$ cat config.mk
export PLATFORM = sky130hd
export DESIGN_NAME = alo_core
export DESIGN_NICKNAME = d
export VERILOG_FILES = /design/src/core/alo_pkg.sv /design/src/core/alo_alu_if.sv /design/src/core/alo_alu.sv /design/src/core/alo_core.sv
export SDC_FILE = /design/constraint.sdc
export NUM_CORES = 1
export LEC_CHECK = 0
export BUFFER_PORTS_ARGS = -buffer_cell sky130_fd_sc_hd__buf_2
export CAP_MARGIN = 40
export CORE_ASPECT_RATIO = 1.25
export CORE_UTILIZATION = 35
export CTS_CLUSTER_SIZE = 28
export DETAILED_ROUTE_END_ITERATION = 8
export PLACE_DENSITY = 0.66
export SKIP_LAST_GASP = 1
export SYNTH_ARGS = -nofsm -noshare
export SYNTH_HDL_FRONTEND = slang
export SYNTH_SLANG_ARGS = --single-unit
$ cat constraint.sdc
create_clock -name sys_clk -period 4.95 [get_ports sys_clk]
set_input_delay 0.2475 -clock sys_clk [delete_from_list [all_inputs] [get_ports sys_clk]]
set_output_delay 0.2475 -clock sys_clk [all_outputs]
set_load 0.02 [all_outputs]
$ cat src/core/alo_pkg.sv
// constants and types for the accumulator logic operation block
package alo_pkg;

    // ========================================================================
    // instruction word layout
    localparam int        ALO_WORD_W    = 10;
    localparam int        ALO_HI_MSB    = 9;
    localparam int        ALO_HI_LSB    = 5;
    localparam int        ALO_LO_MSB    = 4;
    localparam int        ALO_FORM_BIT  = 4;
    localparam int        ALO_IMM_MSB   = 3;

    // ========================================================================
    // upper five bits of the stored word
    localparam logic [4:0] ALO_HI_AND_R0 = 5'h1b;
    localparam logic [4:0] ALO_HI_AND_R1 = 5'h1a;
    localparam logic [4:0] ALO_HI_OR_R0  = 5'h1d;
    localparam logic [4:0] ALO_HI_OR_R1  = 5'h1c;
    localparam logic [4:0] ALO_HI_XOR_R0 = 5'h15;
    localparam logic [4:0] ALO_HI_XOR_R1 = 5'h14;
    localparam logic [4:0] ALO_HI_INC    = 5'h14;
    localparam logic [4:0] ALO_HI_ROT    = 5'h1c;
    localparam logic [4:0] ALO_HI_ROTZ   = 5'h1e;

    // ========================================================================
    // lower five bits of the stored word
    localparam logic [4:0] ALO_LO_TABLE  = 5'h10;
    localparam logic [4:0] ALO_LO_IMM    = 5'h11;
    localparam logic [4:0] ALO_LO_ACC    = 5'h13;

    // ========================================================================
    // reset values
    localparam logic [3:0] ALO_ACC_RST   = 4'h0;
    localparam logic       ALO_CY_RST    = 1'b0;

    typedef enum logic [2:0] {
        ALO_OP_NONE,
        ALO_OP_AND,
        ALO_OP_OR,
        ALO_OP_XOR,
        ALO_OP_INC,
        ALO_OP_ROT,
        ALO_OP_ROTZ
    } alo_op_e;

    typedef enum logic [1:0] {
        ALO_SRC_REG,
        ALO_SRC_TABLE,
        ALO_SRC_IMM
    } alo_src_e;

    typedef struct packed {
        logic [3:0] acc;
        logic       cy;
        logic       done;
        logic       rreq;
    } alo_state_s;

endpackage : alo_pkg

$ cat src/core/alo_alu_if.sv
// link between the operation core and its nibble alu
`timescale 1ns/1ps
interface alo_alu_if;
    alo_pkg::alo_op_e op;
    logic [3:0]       a;
    logic [3:0]       b;
    logic [3:0]       res;
    logic             cy;

    modport core (output op, output a, output b, input res, input cy);
    modport alu  (input op, input a, input b, output res, output cy);
endinterface : alo_alu_if

$ cat src/core/alo_alu.sv
// combinational nibble alu with carry rules
`timescale 1ns/1ps
module alo_alu (
    alo_alu_if.alu p
);
    logic [3:0] sum;

    assign sum = 4'(p.a + 4'h1);

    always_comb
    begin
        p.res = p.a;
        p.cy  = 1'b0;
        case (p.op)
            alo_pkg::ALO_OP_AND:
            begin
                p.res = p.a & p.b;
                p.cy  = p.a[3] & p.b[3];
            end
            alo_pkg::ALO_OP_OR:
            begin
                p.res = p.a | p.b;
                p.cy  = 1'b0;
            end
            alo_pkg::ALO_OP_XOR:
            begin
                p.res = p.a ^ p.b;
                p.cy  = p.a[3] & p.b[3];
            end
            alo_pkg::ALO_OP_INC:
            begin
                p.res = sum;
                p.cy  = (sum == 4'h0);
            end
            alo_pkg::ALO_OP_ROT, alo_pkg::ALO_OP_ROTZ:
            begin
                p.res = {p.a[2:0], p.a[3]};
                p.cy  = p.a[3];
            end
            default:
            begin
                p.res = p.a;
                p.cy  = 1'b0;
            end
        endcase
    end
endmodule : alo_alu

$ cat src/core/alo_core.sv
// accumulator logic operation execution core
`timescale 1ns/1ps
module alo_core (
    input  wire logic        sys_clk,
    input  wire logic        rst,
    input  wire logic        instr_valid,
    input  wire logic [9:0]  instr_word,
    input  wire logic [9:0]  instr_next_word,
    output logic             reg_bank,
    output logic [3:0]       reg_index,
    input  wire logic [3:0]  reg_rdata,
    input  wire logic [2:0]  table_page_port,
    input  wire logic [7:0]  table_pointer_reg,
    output logic [10:0]      table_addr,
    input  wire logic [9:0]  table_rom_data,
    input  wire logic        acc_load_en,
    input  wire logic [3:0]  acc_load_data,
    output logic             op_hit,
    output logic [3:0]       acc_value,
    output logic             carry_flag,
    output logic             op_done,
    output logic             core_reset_req
);
    // ========================================================================
    // decode
    logic [4:0]          hi;
    logic [4:0]          lo;
    alo_pkg::alo_op_e    op_sel;
    alo_pkg::alo_src_e   src_sel;
    logic                tbl_high;
    logic [3:0]          operand;
    logic                fire;
    alo_pkg::alo_state_s state_q;
    alo_pkg::alo_state_s state_d;
    alo_alu_if           alu_link ();

    assign hi = instr_word[alo_pkg::ALO_HI_MSB:alo_pkg::ALO_HI_LSB];
    assign lo = instr_word[alo_pkg::ALO_LO_MSB:0];

    always_comb
    begin
        op_sel   = alo_pkg::ALO_OP_NONE;
        src_sel  = alo_pkg::ALO_SRC_REG;
        tbl_high = ~hi[0];
        if (!lo[alo_pkg::ALO_FORM_BIT])
        begin
            if (hi == alo_pkg::ALO_HI_AND_R0 || hi == alo_pkg::ALO_HI_AND_R1)
                op_sel = alo_pkg::ALO_OP_AND;
            else if (hi == alo_pkg::ALO_HI_OR_R0 || hi == alo_pkg::ALO_HI_OR_R1)
                op_sel = alo_pkg::ALO_OP_OR;
            else if (hi == alo_pkg::ALO_HI_XOR_R0 || hi == alo_pkg::ALO_HI_XOR_R1)
                op_sel = alo_pkg::ALO_OP_XOR;
        end
        else if (lo == alo_pkg::ALO_LO_TABLE)
        begin
            src_sel = alo_pkg::ALO_SRC_TABLE;
            // even upper field picks the high nibble
            if (hi == alo_pkg::ALO_HI_AND_R0 || hi == alo_pkg::ALO_HI_AND_R1)
                op_sel = alo_pkg::ALO_OP_AND;
            else if (hi == alo_pkg::ALO_HI_OR_R0 || hi == alo_pkg::ALO_HI_OR_R1)
                op_sel = alo_pkg::ALO_OP_OR;
            else if (hi == alo_pkg::ALO_HI_XOR_R0 || hi == alo_pkg::ALO_HI_XOR_R1)
                op_sel = alo_pkg::ALO_OP_XOR;
        end
        else if (lo == alo_pkg::ALO_LO_IMM)
        begin
            src_sel = alo_pkg::ALO_SRC_IMM;
            if (hi == alo_pkg::ALO_HI_AND_R0)
                op_sel = alo_pkg::ALO_OP_AND;
            else if (hi == alo_pkg::ALO_HI_OR_R0)
                op_sel = alo_pkg::ALO_OP_OR;
            else if (hi == alo_pkg::ALO_HI_XOR_R0)
                op_sel = alo_pkg::ALO_OP_XOR;
        end
        else if (lo == alo_pkg::ALO_LO_ACC)
        begin
            if (hi == alo_pkg::ALO_HI_INC)
                op_sel = alo_pkg::ALO_OP_INC;
            else if (hi == alo_pkg::ALO_HI_ROT)
                op_sel = alo_pkg::ALO_OP_ROT;
            else if (hi == alo_pkg::ALO_HI_ROTZ)
                op_sel = alo_pkg::ALO_OP_ROTZ;
        end
    end

    // ========================================================================
    // operand fetch
    assign reg_bank   = ~hi[0];
    assign reg_index  = lo[3:0];
    assign table_addr = {table_page_port, table_pointer_reg};
    assign op_hit     = (op_sel != alo_pkg::ALO_OP_NONE);
    assign fire       = instr_valid && op_hit;

    always_comb
    begin
        if (src_sel == alo_pkg::ALO_SRC_TABLE)
            operand = tbl_high ? table_rom_data[7:4] : table_rom_data[3:0];
        else if (src_sel == alo_pkg::ALO_SRC_IMM)
            operand = instr_next_word[alo_pkg::ALO_IMM_MSB:0];
        else
            operand = reg_rdata;
    end

    assign alu_link.op = op_sel;
    assign alu_link.a  = state_q.acc;
    assign alu_link.b  = operand;

    alo_alu u_alu (
        .p (alu_link.alu)
    );

    // ========================================================================
    // state
    always_comb
    begin
        state_d      = state_q;
        state_d.done = 1'b0;
        state_d.rreq = 1'b0;
        if (fire)
        begin
            state_d.done = 1'b1;
            if (op_sel == alo_pkg::ALO_OP_ROTZ && state_q.acc == 4'h0)
            begin
                state_d.rreq = 1'b1;
                state_d.cy   = alo_pkg::ALO_CY_RST;
            end
            else
            begin
                state_d.acc = alu_link.res;
                state_d.cy  = alu_link.cy;
            end
        end
        else if (acc_load_en)
        begin
            state_d.acc = acc_load_data;
        end
    end

    always_ff @(posedge sys_clk)
    begin
        if (rst)
        begin
            state_q.acc  <= alo_pkg::ALO_ACC_RST;
            state_q.cy   <= alo_pkg::ALO_CY_RST;
            state_q.done <= 1'b0;
            state_q.rreq <= 1'b0;
        end
        else
        begin
            state_q <= state_d;
        end
    end

    assign acc_value      = state_q.acc;
    assign carry_flag     = state_q.cy;
    assign op_done        = state_q.done;
    assign core_reset_req = state_q.rreq;
endmodule : alo_core

Word level (Yosys, flattened, before mapping)
Index checks and enable logic that the tools add are counted.
{"block": "word_totals", "output_inout_bits": 24, "wordCells": 71, "input_bits": 53, "ff_bits": 7}
{"block": "classes", "n_eq_ne": 20, "n_bitwise": 6, "n_reduce_logical": 13, "mux": 27, "n_addsub": 1}
{"op": "5-bit equality test, second input constant", "n": 10}
{"op": "4-bit 2-to-1 mux", "n": 6}
{"op": "3-bit 2-to-1 mux", "n": 7}
{"op": "2-bit 2-to-1 mux", "n": 10}
{"op": "4-bit case mux with 5 select lines", "n": 1}
{"op": "3-bit equality test, second input constant", "n": 3}
{"op": "4-bit logical NOT", "n": 2}
{"op": "3-bit by 2-bit equality test with 1-bit output, second input constant", "n": 2}
{"op": "6-bit by 1-bit != test with 1-bit output, second input constant", "n": 1}
{"op": "2-bit OR reduction", "n": 3}
{"op": "4-bit by 1-bit adder with 4-bit output, second input constant", "n": 1}
{"op": "4-bit bitwise AND", "n": 1}
{"op": "4-bit bitwise OR", "n": 1}
{"op": "4-bit bitwise XOR", "n": 1}
{"op": "3-bit by 1-bit equality test with 1-bit output, second input constant", "n": 1}
{"op": "1-bit logical OR", "n": 3}
{"op": "1-bit case mux with 3 select lines", "n": 1}
{"op": "3-bit AND reduction", "n": 1}
{"op": "3-bit nonzero test", "n": 1}
{"op": "2-bit by 1-bit equality test with 1-bit output, second input constant", "n": 1}
{"op": "2-bit equality test, second input constant", "n": 1}
{"op": "1-bit logical AND", "n": 2}
{"op": "1-bit 2-to-1 mux", "n": 2}
{"op": "2-bit != test, second input constant", "n": 1}
{"op": "3 further kinds", "n": 4}

Depth between registers and ports, before layout
Gate-level depths: netlist (run 1).
{"block": "depth", "ltp_word": 13, "depth_mapped": 11, "mapped_depth_nobuf": 10}

Cells and area by module
Synthesis (run 1) repeated with hierarchy kept, for this count alone.
{"block": "hier_totals", "hier_cells": 168, "area_unflattened_um2": 1305.0}
{"module": "alo_core", "instances": 1, "seq_area_each_um2": 140.1, "area_each_um2": 830.8, "cells_per_inst": 100}
{"module": "alo_alu", "instances": 1, "seq_area_each_um2": 0.0, "area_each_um2": 474.2, "cells_per_inst": 68}

Worst setup path before layout (run 1)
No wires, ideal clock.
{"block": "synth_timing", "path_kind": "input to register", "start": "input instr_word[3]", "end": "register state_q (netlist bit acc_value[3])", "required_time_ps": 4822, "stages": 9, "slack_ps": 2950, "setup_time_ps": 128, "n_path_buf": 0, "t_arrival_ps": 1872, "cell_sequence": "nor3_1 -> and2_1 -> nand2_1 -> and2_1 -> ha_1 -> nor2b_1 -> a2111o_1 -> o211ai_1 -> a211oi_1"}
{"block": "synth_between", "elab_chain_len": 11, "elab_cells_between_ends": 34, "cone_classes": "13 x eq/ne; 12 x mux; 3 x bitwise; 6 x reduce/logical"}
{"item": "start, declared", "line": "alo_core.sv:7", "source": "input wire logic [9:0] instr_word,"}
{"item": "5-bit equality test", "line": "alo_core.sv:65", "source": "else if (lo == alo_pkg::ALO_LO_IMM)"}
{"item": "2-bit 2-to-1 mux", "line": "alo_core.sv:65"}
{"item": "2-bit 2-to-1 mux", "line": "alo_core.sv:54", "source": "else if (lo == alo_pkg::ALO_LO_TABLE)"}
{"item": "2-bit 2-to-1 mux", "line": "alo_core.sv:45", "source": "if (!lo[alo_pkg::ALO_FORM_BIT])"}
{"item": "2-bit equality test", "line": "alo_core.sv:98", "source": "else if (src_sel == alo_pkg::ALO_SRC_IMM)"}
{"item": "4-bit 2-to-1 mux", "line": "alo_core.sv:98"}
{"item": "4-bit 2-to-1 mux", "line": "alo_core.sv:96", "source": "if (src_sel == alo_pkg::ALO_SRC_TABLE)"}
{"item": "4-bit bitwise XOR, or another cell as far along", "line": "alo_alu.sv:27", "source": "p.res = p.a ^ p.b;"}
{"item": "4-bit case mux with 5 select lines", "line": "alo_alu.sv:14", "source": "case (p.op)"}
{"item": "4-bit 2-to-1 mux", "line": "alo_core.sv:122", "source": "if (op_sel == alo_pkg::ALO_OP_ROTZ && state_q.acc == 4'h0)"}
{"item": "4-bit 2-to-1 mux", "line": "alo_core.sv:119", "source": "if (fire)"}
{"item": "end signal, assigned", "line": "alo_core.sv:150", "source": "state_q <= state_d;"}
{"item": "end, declared", "line": "alo_core.sv:33", "source": "alo_pkg::alo_state_s state_q;"}
Several ways; a longest one is shown, not always the timed one. The select of a mux whose other input is x is not followed.
A chain may end at the register's enable or synchronous reset.

Final worst setup path (run 1)
Same ends and word-level chain as after synthesis.

==> run_results.csv, run 1 <==
group,metric,value,unit
status,status,"finished with violations",
status,violations,"DRC",
route,drc,8,
global_routing,grt_pass1_wl,5160,um
final_layout,layout.nets,265,
clock_tree,clk_pin_slew,0.04,ns
power_and_ir_drop,finalPower,0.000240,W
global_routing,grt_busiest_layer,"met2",
critical_path,critPathMaxFanout,5,
clock_tree,cts_max_level,1,
timing,rsz0062_at_grt,"no",
timing,slew_viol_final,0,
critical_path,critPathKind,"in2reg",
floorplan,fp.dieW,57.1,um
timing,worstMarginPinSlew,0.469,ns
synth,synth_top_cell_by_area,"dfxtp_1",
global_routing,grt_pass1_vias,1171,
route,drt_iter0_markers,84,
clock_tree,clk_path_buf_depth,2,
clock_tree,cts_root_buffer,"clkbuf_8",
global_routing,grt_start_max_net_pins,14,
synth,synth_ff_type,"dfxtp_1",
timing,min_period_over_period,42.5,%
floorplan,die_height,70.9,um
synth,synth_area_leaders,"dfxtp_1, ha_1, buf_4, nand2_1, mux2i_1",
synth,syn_inst,175,
place,dp_hpwl,2440,um
timing,worst_slack,2.84,ns
route,wl,3070,um
synth,syn_avg_cell_area,7.59,um2
place,gp_congestion,0.877,
route,ant_nets,0,
power_and_ir_drop,p_leak,0.717,nW
flow_run,drv_cap,0,
hold_path,hold_path_class,"in2reg",
critical_path,slowest_stage,"a2111o_1",
global_routing,grt_usage,16.0,%
clock_tree,insertion_delay,0.22,ns
final_layout,post-route-util,41.3,%
clock_tree,ctsHoldBuffers,0,
clock_tree,cts_tree,"yes",
global_routing,antenna_found_initial,0,
clock_tree,numCtsBuffers,3,
synth,synth_nets,239,
final_layout,stdcell_count,239,
critical_path,start_kind,"input pin",
critical_path,timing.rr.start,"acc_value[3]$_SDFFE_PP0P_",
clock_tree,cts.sinks,7,
synth,synth_top_area_share,10.6,%
final_layout,drive_gt1_share,30.5,%
hold_path,hold_end,"carry_flag$_SDFFE_PP0N_",
critical_path,reg2regPathDepth,6,
timing,setup_violations,0,
place,portBuffers,46,
timing,fin_skew,0.000910,ns
clock_tree,cts.repair.resized,0,
global_routing,grt_use_met1,19.7,%
power_and_ir_drop,peakVddDrop,0.0559,mV
final_layout,syn_to_final_growth,10.4,%
synth,ys_types,53,
synth,synth_most_common_cell,"nand2_1",
floorplan,initial_core_util,37.5,%
global_routing,grt_use_met2,28.0,%
hold_path,whs_path_depth,2,
synth,yosys_register_bits,7,
clock_tree,cts_setup_buffers,0,
critical_path,required,5.05,ns
synth,synth_area,1330,um2
route,dr.pass1.iters,8,
synth,ys_seq_area_share,10.6,%
global_routing,grt_overflow,0,
synth,synth_commonest_cells,"nand2_1, inv_1, buf_4",
timing,relSlewSlack,68.7,%
floorplan,pin_count,77,
timing,hold_viol_final,0,
place,dpl.cell_count,235,
critical_path,worstReg2RegEnd,"acc_value[3]$_SDFFE_PP0P_",
critical_path,worst_setup_path_end_kind,"flip-flop",
final_layout,diodes,0,
power_and_ir_drop,p_per_area,164,nW/um2
critical_path,critPathMaxStageDelay,0.41,ns
critical_path,worstPathArrival,2.20,ns
floorplan,fp-row-count,24,
route,viasPerCell,5.41,
global_routing,use_met3,3.66,%
critical_path,cpMostUsedCell,"and2_1",
place,post-place-ws,2.59,ns
critical_path,crit_chain,"buf_2 -> nor3_1 -> and2_1 -> nand2_1 -> and2_1 -> ha_1 -> nor2b_1 -> a2111o_1 -> o211ai_1 -> a211oi_1",
route,wl_per_cell,12.8,um
timing,tns,0,ns
route,routed-via-count,1294,
synth,postSynth.asyncResetShare,0,%
hold_path,hp-start,"rst",
synth,synth_edf_count,0,
timing,fmax,475,MHz
floorplan,design.core.area,3540,um2
timing,period_needed,2.11,ns
critical_path,reg2reg_slack,3.11,ns
floorplan,die_area,4040,um2
synth,ys_warn_count,0,
[power breakdown]
part | internal, W | switching (W) | total [W] | leakage, nW
sequential | 0.0000598 | 0.00000821 | 0.0000681 | 0.0575
combinational | 0.0000413 | 0.0000521 | 0.0000934 | 0.637
clock | 0.0000556 | 0.0000230 | 0.0000785 | 0.0228
[registers in the layout, summed over array words and instances, names as in the netlist]
| register | cells |
|---|---|
| op_done | 1 |
| acc_value | 4 |
| carry_flag | 1 |
| core_reset_req | 1 |
[layout make-up]
type / instances / area (um2)
clock buffer: 4 / 45.0
fill: 409 / 2080
inverter: 17 / 63.8
multi-input combinational: 126 / 937
sequential: 7 / 140
tap: 39 / 48.8
timing repair buffer: 46 / 230
[worst max-delay path by stage]
| stage | from | to | slack [ns] | cells past startpoint |
|---|---|---|---|---|
| 6_report | instr_word[3] | acc_value[3]$_SDFFE_PP0P_ | 2.84 | 10 |
| 5_1_grt | instr_word[3] | acc_value[3]$_SDFFE_PP0P_ | 2.66 | 11 |
| 4_1_cts | instr_word[3] | acc_value[3]$_SDFFE_PP0P_ | 2.82 | 10 |
| 3_5_place_dp | instr_word[3] | acc_value[3]$_SDFFE_PP0P_ | 2.59 | 10 |
| 3_3_place_gp | instr_word[3] | acc_value[3]$_SDFFE_PP0P_ | 2.60 | 10 |
| 2_1_floorplan | instr_word[3] | acc_value[3]$_SDFFE_PP0P_ | 2.95 | 9 |
[placed cells by master (no fill, tap or decap), types with 2 or more instances in the layout]
master,count
a211oi_1,3
mux2i_1,7
nor2_1,6
inv_1,17
buf_2,46
and4_1,3
nor3_1,3
a311o_1,3
nand4_1,2
xnor2_1,3
nand2b_1,3
nand2_1,20
and2_2,2
a32oi_1,2
a21oi_1,9
and2_1,5
o32ai_1,4
ha_1,11
dfxtp_1,7
nor3b_1,2
a311oi_1,3
o21ai_0,6
clkbuf_8,3
a31oi_1,2
[critical path, delay by kind of cell]
| kind | cells | cell delay [ns] |
|---|---|---|
| and+or+nand+nor | 5 | 0.92 |
| AOI/OAI and AO/OA | 3 | 0.66 |
| adders and majority gates | 1 | 0.27 |
| buffers and inverters | 1 | 0.12 |
[cell families (layout without fill, tap and decap cells)]
logic type,Yosys count,count (layout),share of synthesized area (%)
xor+xnor,4,4,2.64
simple gates,58,58,25.2
buf+inv,42,67,18.9
fa+ha+maj,11,11,10.4
flops,7,7,10.6
mux,7,7,5.28
compound gates,46,46,27.1
[metal layers]
| metal | up-vias | part of all wire, % |
|---|---|---|
| met5 | - | 0 |
| met4 | 0 | 0.39 |
| met3 | 2 | 7.2 |
| met2 | 57 | 48 |
| met1 | 566 | 44 |
| li1 | 669 | - |
[per-stage QoR]
step | area (um2) | hold WS (ns)
after detailed placement | 1420 | 0.465
after global placement | 1420 | 0.460
after floorplan | 1330 | 0.317
after CTS | 1470 | 0.278
after global routing | 1470 | 0.282
final | 1470 | 0.289
Note: power is estimated with default switching activity, not from simulation.
==> run 2: changes to the inputs <==
Clock period 4.95 ns to 2.05 ns, I/O delays scaled along.
==> run 2 against run 1 <==
  * The run still ends with DRC left
  * Sequential power up 130%
  * Combinational power rose to 2.6 times the previous value
  * Register-to-register slack worse by 2.8 ns
  * Setup slack worse by 2.7 ns
  * Global-route usage up 0.60 points
  * Hold slack worse by 0.16 ns
  * Die area unchanged
  * Sequential cell count unchanged
  * Critical endpoint is now op_hit
==> run_results.csv, run 2 (same netlist as run 1, synthesis figures left out) <==
group,metric,value,unit
final_layout,drive_gt1_share,34.7,%
clock_tree,clk_path_buf_depth,2,
timing,slew_viol_final,0,
critical_path,worstPathArrival,1.77,ns
route,wl,3170,um
critical_path,critPathTopFamily,"compound AO/OA/AOI/OAI gates",
floorplan,die_height,70.9,um
floorplan,design.core.area,3540,um2
final_layout,largest_reg_flops,4,
floorplan,fp-row-count,24,
power_and_ir_drop,p_per_area,392,nW/um2
final_layout,stdcell_count,252,
floorplan,die_area,4040,um2
final_layout,fillCellCount,391,
route,drc,8,
route,wl_per_cell,12.6,um
place,dpl.cell_count,248,
floorplan,pin_count,77,
power_and_ir_drop,p_leak,0.780,nW
clock_tree,insertion_delay,0.24,ns
timing,relSlewSlack,66.2,%
timing,min_period_over_period,91.2,%
final_layout,final_common_cell,"buf_2",
critical_path,crit_chain,"buf_2 -> buf_4 -> and4b_1 -> a31o_1 -> a21oi_1 -> o21a_2 -> buf_4 -> inv_1 -> buf_2",
critical_path,required,1.95,ns
clock_tree,cts_setup_buffers,0,
timing,tns,0,ns
timing,hold_viol_final,0,
global_routing,grt_pass1_wl,5350,um
final_layout,syn_to_final_growth,17.7,%
status,status,"finished with violations",
route,drt_iter0_markers,53,
final_layout,seq_area,140,um2
global_routing,antenna_found_initial,0,
critical_path,start_kind,"input pin",
timing,setup_violations,0,
final_layout,diodes,0,
final_layout,mostFrequentLayoutCells,"buf_2, nand2_1, inv_1, buf_4, ha_1",
clock_tree,clk_pin_slew,0.04,ns
clock_tree,cts_root_buffer,"clkbuf_8",
route,viasPerCell,5.34,
critical_path,critPathMaxFanout,6,
critical_path,worst_setup_path_end_kind,"primary output",
global_routing,grt_overflow,0,
clock_tree,cts.sinks,7,
critical_path,slowest_stage,"a21oi_1",
critical_path,crit_buf_inv,5,
hold_path,hold_path_class,"in2reg",
floorplan,fp.dieW,57.1,um
critical_path,critPathMaxStageDelay,0.41,ns
route,ant_nets,0,
flow_run,drv_cap,0,
place,dp_hpwl,2580,um
place,portBuffers,46,
place,post-place-ws,-0.0494,ns
final_layout,multi_input_comb_area,937,um2
clock_tree,ctsHoldBuffers,0,
floorplan,initial_core_util,37.5,%
route,routed-via-count,1345,
route,dr.pass1.iters,6,
clock_tree,numCtsBuffers,3,
global_routing,grt_start_max_net_pins,13,
place,gp_congestion,0.865,
timing,worst_slack,0.181,ns
clock_tree,cts.repair.resized,0,
power_and_ir_drop,peakVddDrop,0.156,mV
status,violations,"DRC",
clock_tree,cts_max_level,1,
timing,fmax,535,MHz
timing,fin_skew,0.00255,ns
timing,worstMarginPinSlew,0.508,ns
global_routing,grt_usage,16.6,%
clock_tree,cts_tree,"yes",
timing,rsz0062_at_grt,"no",
timing,period_needed,1.87,ns
final_layout,layout.nets,278,
global_routing,grt_pass1_vias,1292,
critical_path,critPathKind,"in2out",
-- run 2: cell count changes in the layout (fill, tap and decap cells not counted) --
cell   change
buf_4     +13
-- run 2: final cells by class --
class                      count  share of cell area, %
multi-input combinational    126                   60.0
inverter                      17                   4.08
clock buffer                   4                   2.88
tap                           39                   3.12
sequential                     7                   8.97
timing repair buffer          59                   21.0
-- run 2: stage by stage --
| step | instance area (um2) | total power, W | hold WS (ns) | utilization, % |
|---|---|---|---|---|
| after floorplan | 1330 | 0.000357 | 0.172 | - |
| after global placement | 1520 | 0.000404 | 0.205 | 42.8 |
| after detailed placement | 1520 | 0.000409 | 0.205 | 42.8 |
| after CTS | 1560 | 0.000618 | 0.124 | 44.1 |
| after global routing | 1560 | 0.000657 | 0.141 | 44.1 |
| final | 1560 | 0.000612 | 0.127 | 44.1 |
-- run 2: routing by layer --
layer,global-route usage (%),wire [um]
met1,19.0,1380
met2,30.2,1550
met4,7.59,58
met3,1.83,171
met5,0,0
-- run 2: worst paths after layout --
path,start,endpoint,slack (ns),depth (start not counted)
setup / recovery,instr_word[1],op_hit,0.18,9
hold / removal,rst,carry_flag$_SDFFE_PP0N_,0.13,2
setup reg to reg,acc_value[0]$_SDFFE_PP0P_,acc_value[2]$_SDFFE_PP0P_,0.36,6
hold reg to reg,carry_flag$_SDFFE_PP0N_,carry_flag$_SDFFE_PP0N_,0.47,2
-- run 2: power by group --
group	internal (W)	switching, W	total [W]
clock	0.000135	0.0000709	0.000206
combinational	0.000113	0.000133	0.000246
sequential	0.000144	0.0000155	0.000160
-- run 2: worst register-to-register path, stage by stage (launching register included) --
cell	delay [ns]
dfxtp_1	0.50
inv_1	0.14
ha_1	0.22
and4_1	0.25
nand2_1	0.16
a21oi_1	0.08
a311oi_1	0.24
==> run 3: changes to the inputs <==
Settings changed: CTS_BUF_LIST from default to sky130_fd_sc_hd__clkbuf_4.
==> run 3 against run 2 <==
  * Hold slack got worse by 0.035 ns
  * Non-clock buffer count did not move
  * Count of clock-buffer cells in the layout did not move
  * Register-to-register slack barely moved
  * Utilization fell by 0.42 points
  * Critical endpoint unchanged
  * Wire length fell by 0.92%
  * The run still ends with DRC left
==> run_results.csv, run 3 (same netlist as run 1, synthesis figures left out) <==
group,metric,value,unit
status,status,"finished with violations",
status,violations,"DRC",
floorplan,pin_count,77,
global_routing,grt_start_max_net_pins,13,
power_and_ir_drop,p_leak,0.775,nW
timing,period_needed,1.88,ns
timing,timing.hold.ws,0.0919,ns
clock_tree,cts_max_level,1,
final_layout,drive_gt1_share,35.2,%
route,viasPerCell,5.32,
route,routed-via-count,1340,
critical_path,worst_setup_path_end_kind,"primary output",
timing,slew_viol_final,0,
final_layout,final_common_cell,"buf_2",
final_layout,mostFrequentLayoutCells,"buf_2, nand2_1, inv_1, buf_4, ha_1",
critical_path,critPathTopFamily,"compound AO/OA/AOI/OAI gates",
clock_tree,cts_tree,"yes",
route,ant_nets,0,
clock_tree,cts_setup_buffers,0,
clock_tree,clk_path_buf_depth,2,
route,dr.pass1.iters,6,
clock_tree,cts.sinks,7,
timing,min_period_over_period,91.8,%
final_layout,largest_reg_flops,4,
final_layout,fillCellCount,388,
floorplan,die_height,70.9,um
clock_tree,ctsHoldBuffers,0,
timing,fmax,531,MHz
final_layout,layout.nets,278,
floorplan,initial_core_util,37.5,%
clock_tree,clk_pin_slew,0.06,ns
global_routing,grt_pass1_vias,1292,
floorplan,fp-row-count,24,
global_routing,antenna_found_initial,0,
timing,worstMarginPinSlew,0.519,ns
critical_path,start_kind,"input pin",
critical_path,crit_chain,"buf_2 -> buf_4 -> and4b_1 -> a31o_1 -> a21oi_1 -> o21a_2 -> buf_4 -> inv_1 -> buf_2",
clock_tree,cts.repair.resized,0,
power_and_ir_drop,finalPower,0.000556,W
critical_path,required,1.95,ns
global_routing,grt_usage,16.1,%
route,wl,3140,um
timing,setup_violations,0,
critical_path,worstPathArrival,1.78,ns
timing,fin_skew,0.0100,ns
final_layout,stdcell_count,252,
timing,rsz0062_at_grt,"no",
global_routing,grt_pass1_wl,5310,um
clock_tree,insertion_delay,0.27,ns
floorplan,fp.dieW,57.1,um
timing,hold_viol_final,0,
final_layout,finalInstanceArea,1550,um2
place,gp_congestion,0.865,
clock_tree,numCtsBuffers,3,
place,post_dp_cell_area,1520,um2
place,portBuffers,46,
critical_path,slowest_stage,"a21oi_1",
timing,relSlewSlack,65.4,%
floorplan,die_area,4040,um2
place,dp_hpwl,2580,um
floorplan,design.core.area,3540,um2
critical_path,critPathKind,"in2out",
power_and_ir_drop,p_per_area,359,nW/um2
power_and_ir_drop,peakVddDrop,0.126,mV
route,drt_iter0_markers,40,
final_layout,diodes,0,
route,drc,8,
place,dpl.cell_count,248,
timing,worst_slack,0.168,ns
route,wl_per_cell,12.4,um
global_routing,grt_overflow,0,
flow_run,drv_cap,0,
final_layout,syn_to_final_growth,16.6,%
critical_path,crit_buf_inv,5,
clock_tree,cts_root_buffer,"clkbuf_4",
hold_path,hold_path_class,"in2reg",
place,post-place-ws,-0.0494,ns
critical_path,critPathMaxFanout,6,
critical_path,critPathMaxStageDelay,0.41,ns
run 3: cell counts in the layout (fill, tap and decap cells not counted):
Identical to the previous run, type by type.
run 3: path summary, 6_finish.rpt:
path	start	endpoint	cells after the start	slack [ns]
worst max-delay path	instr_word[1]	op_hit	9	0.17
worst min-delay path	rst	carry_flag$_SDFFE_PP0N_	2	0.09
worst max register to register	acc_value[0]$_SDFFE_PP0P_	acc_value[2]$_SDFFE_PP0P_	6	0.35
worst min register to register	carry_flag$_SDFFE_PP0N_	carry_flag$_SDFFE_PP0N_	2	0.47
run 3: report_power, final:
group          switching (W)  internal, W  total, W
Sequential         0.0000159     0.000144  0.000160
Combinational       0.000133     0.000113  0.000246
Clock              0.0000625    0.0000882  0.000151
Total               0.000212     0.000345  0.000556
run 3: cell type report:
cell class	instances	area, um2	share of cell area (%)
multi-input cells	126	937	60.5
well taps	39	48.8	3.15
flip-flops and latches	7	140	9.05
inverters	17	63.8	4.12
clock buffers	4	30.0	1.94
repair buffers	59	328	21.2
run 3: layer usage:
layer / track usage (%) / share of wire [%]
met1: 19.0 / 45
met2: 30.1 / 49
met3: 1.28 / 5.4
met4: 5.15 / 1.1
met5: 0 / 0
run 3: through the flow:
| stage | setup TNS [ns] | utilization, % |
|---|---|---|
| final | 0 | 43.7 |
| after global routing | 0 | 43.7 |
| after CTS | 0 | 43.7 |
| after detailed placement | -0.0887 | 42.8 |
| after global placement | -0.0227 | 42.8 |
| after floorplan | 0 | - |
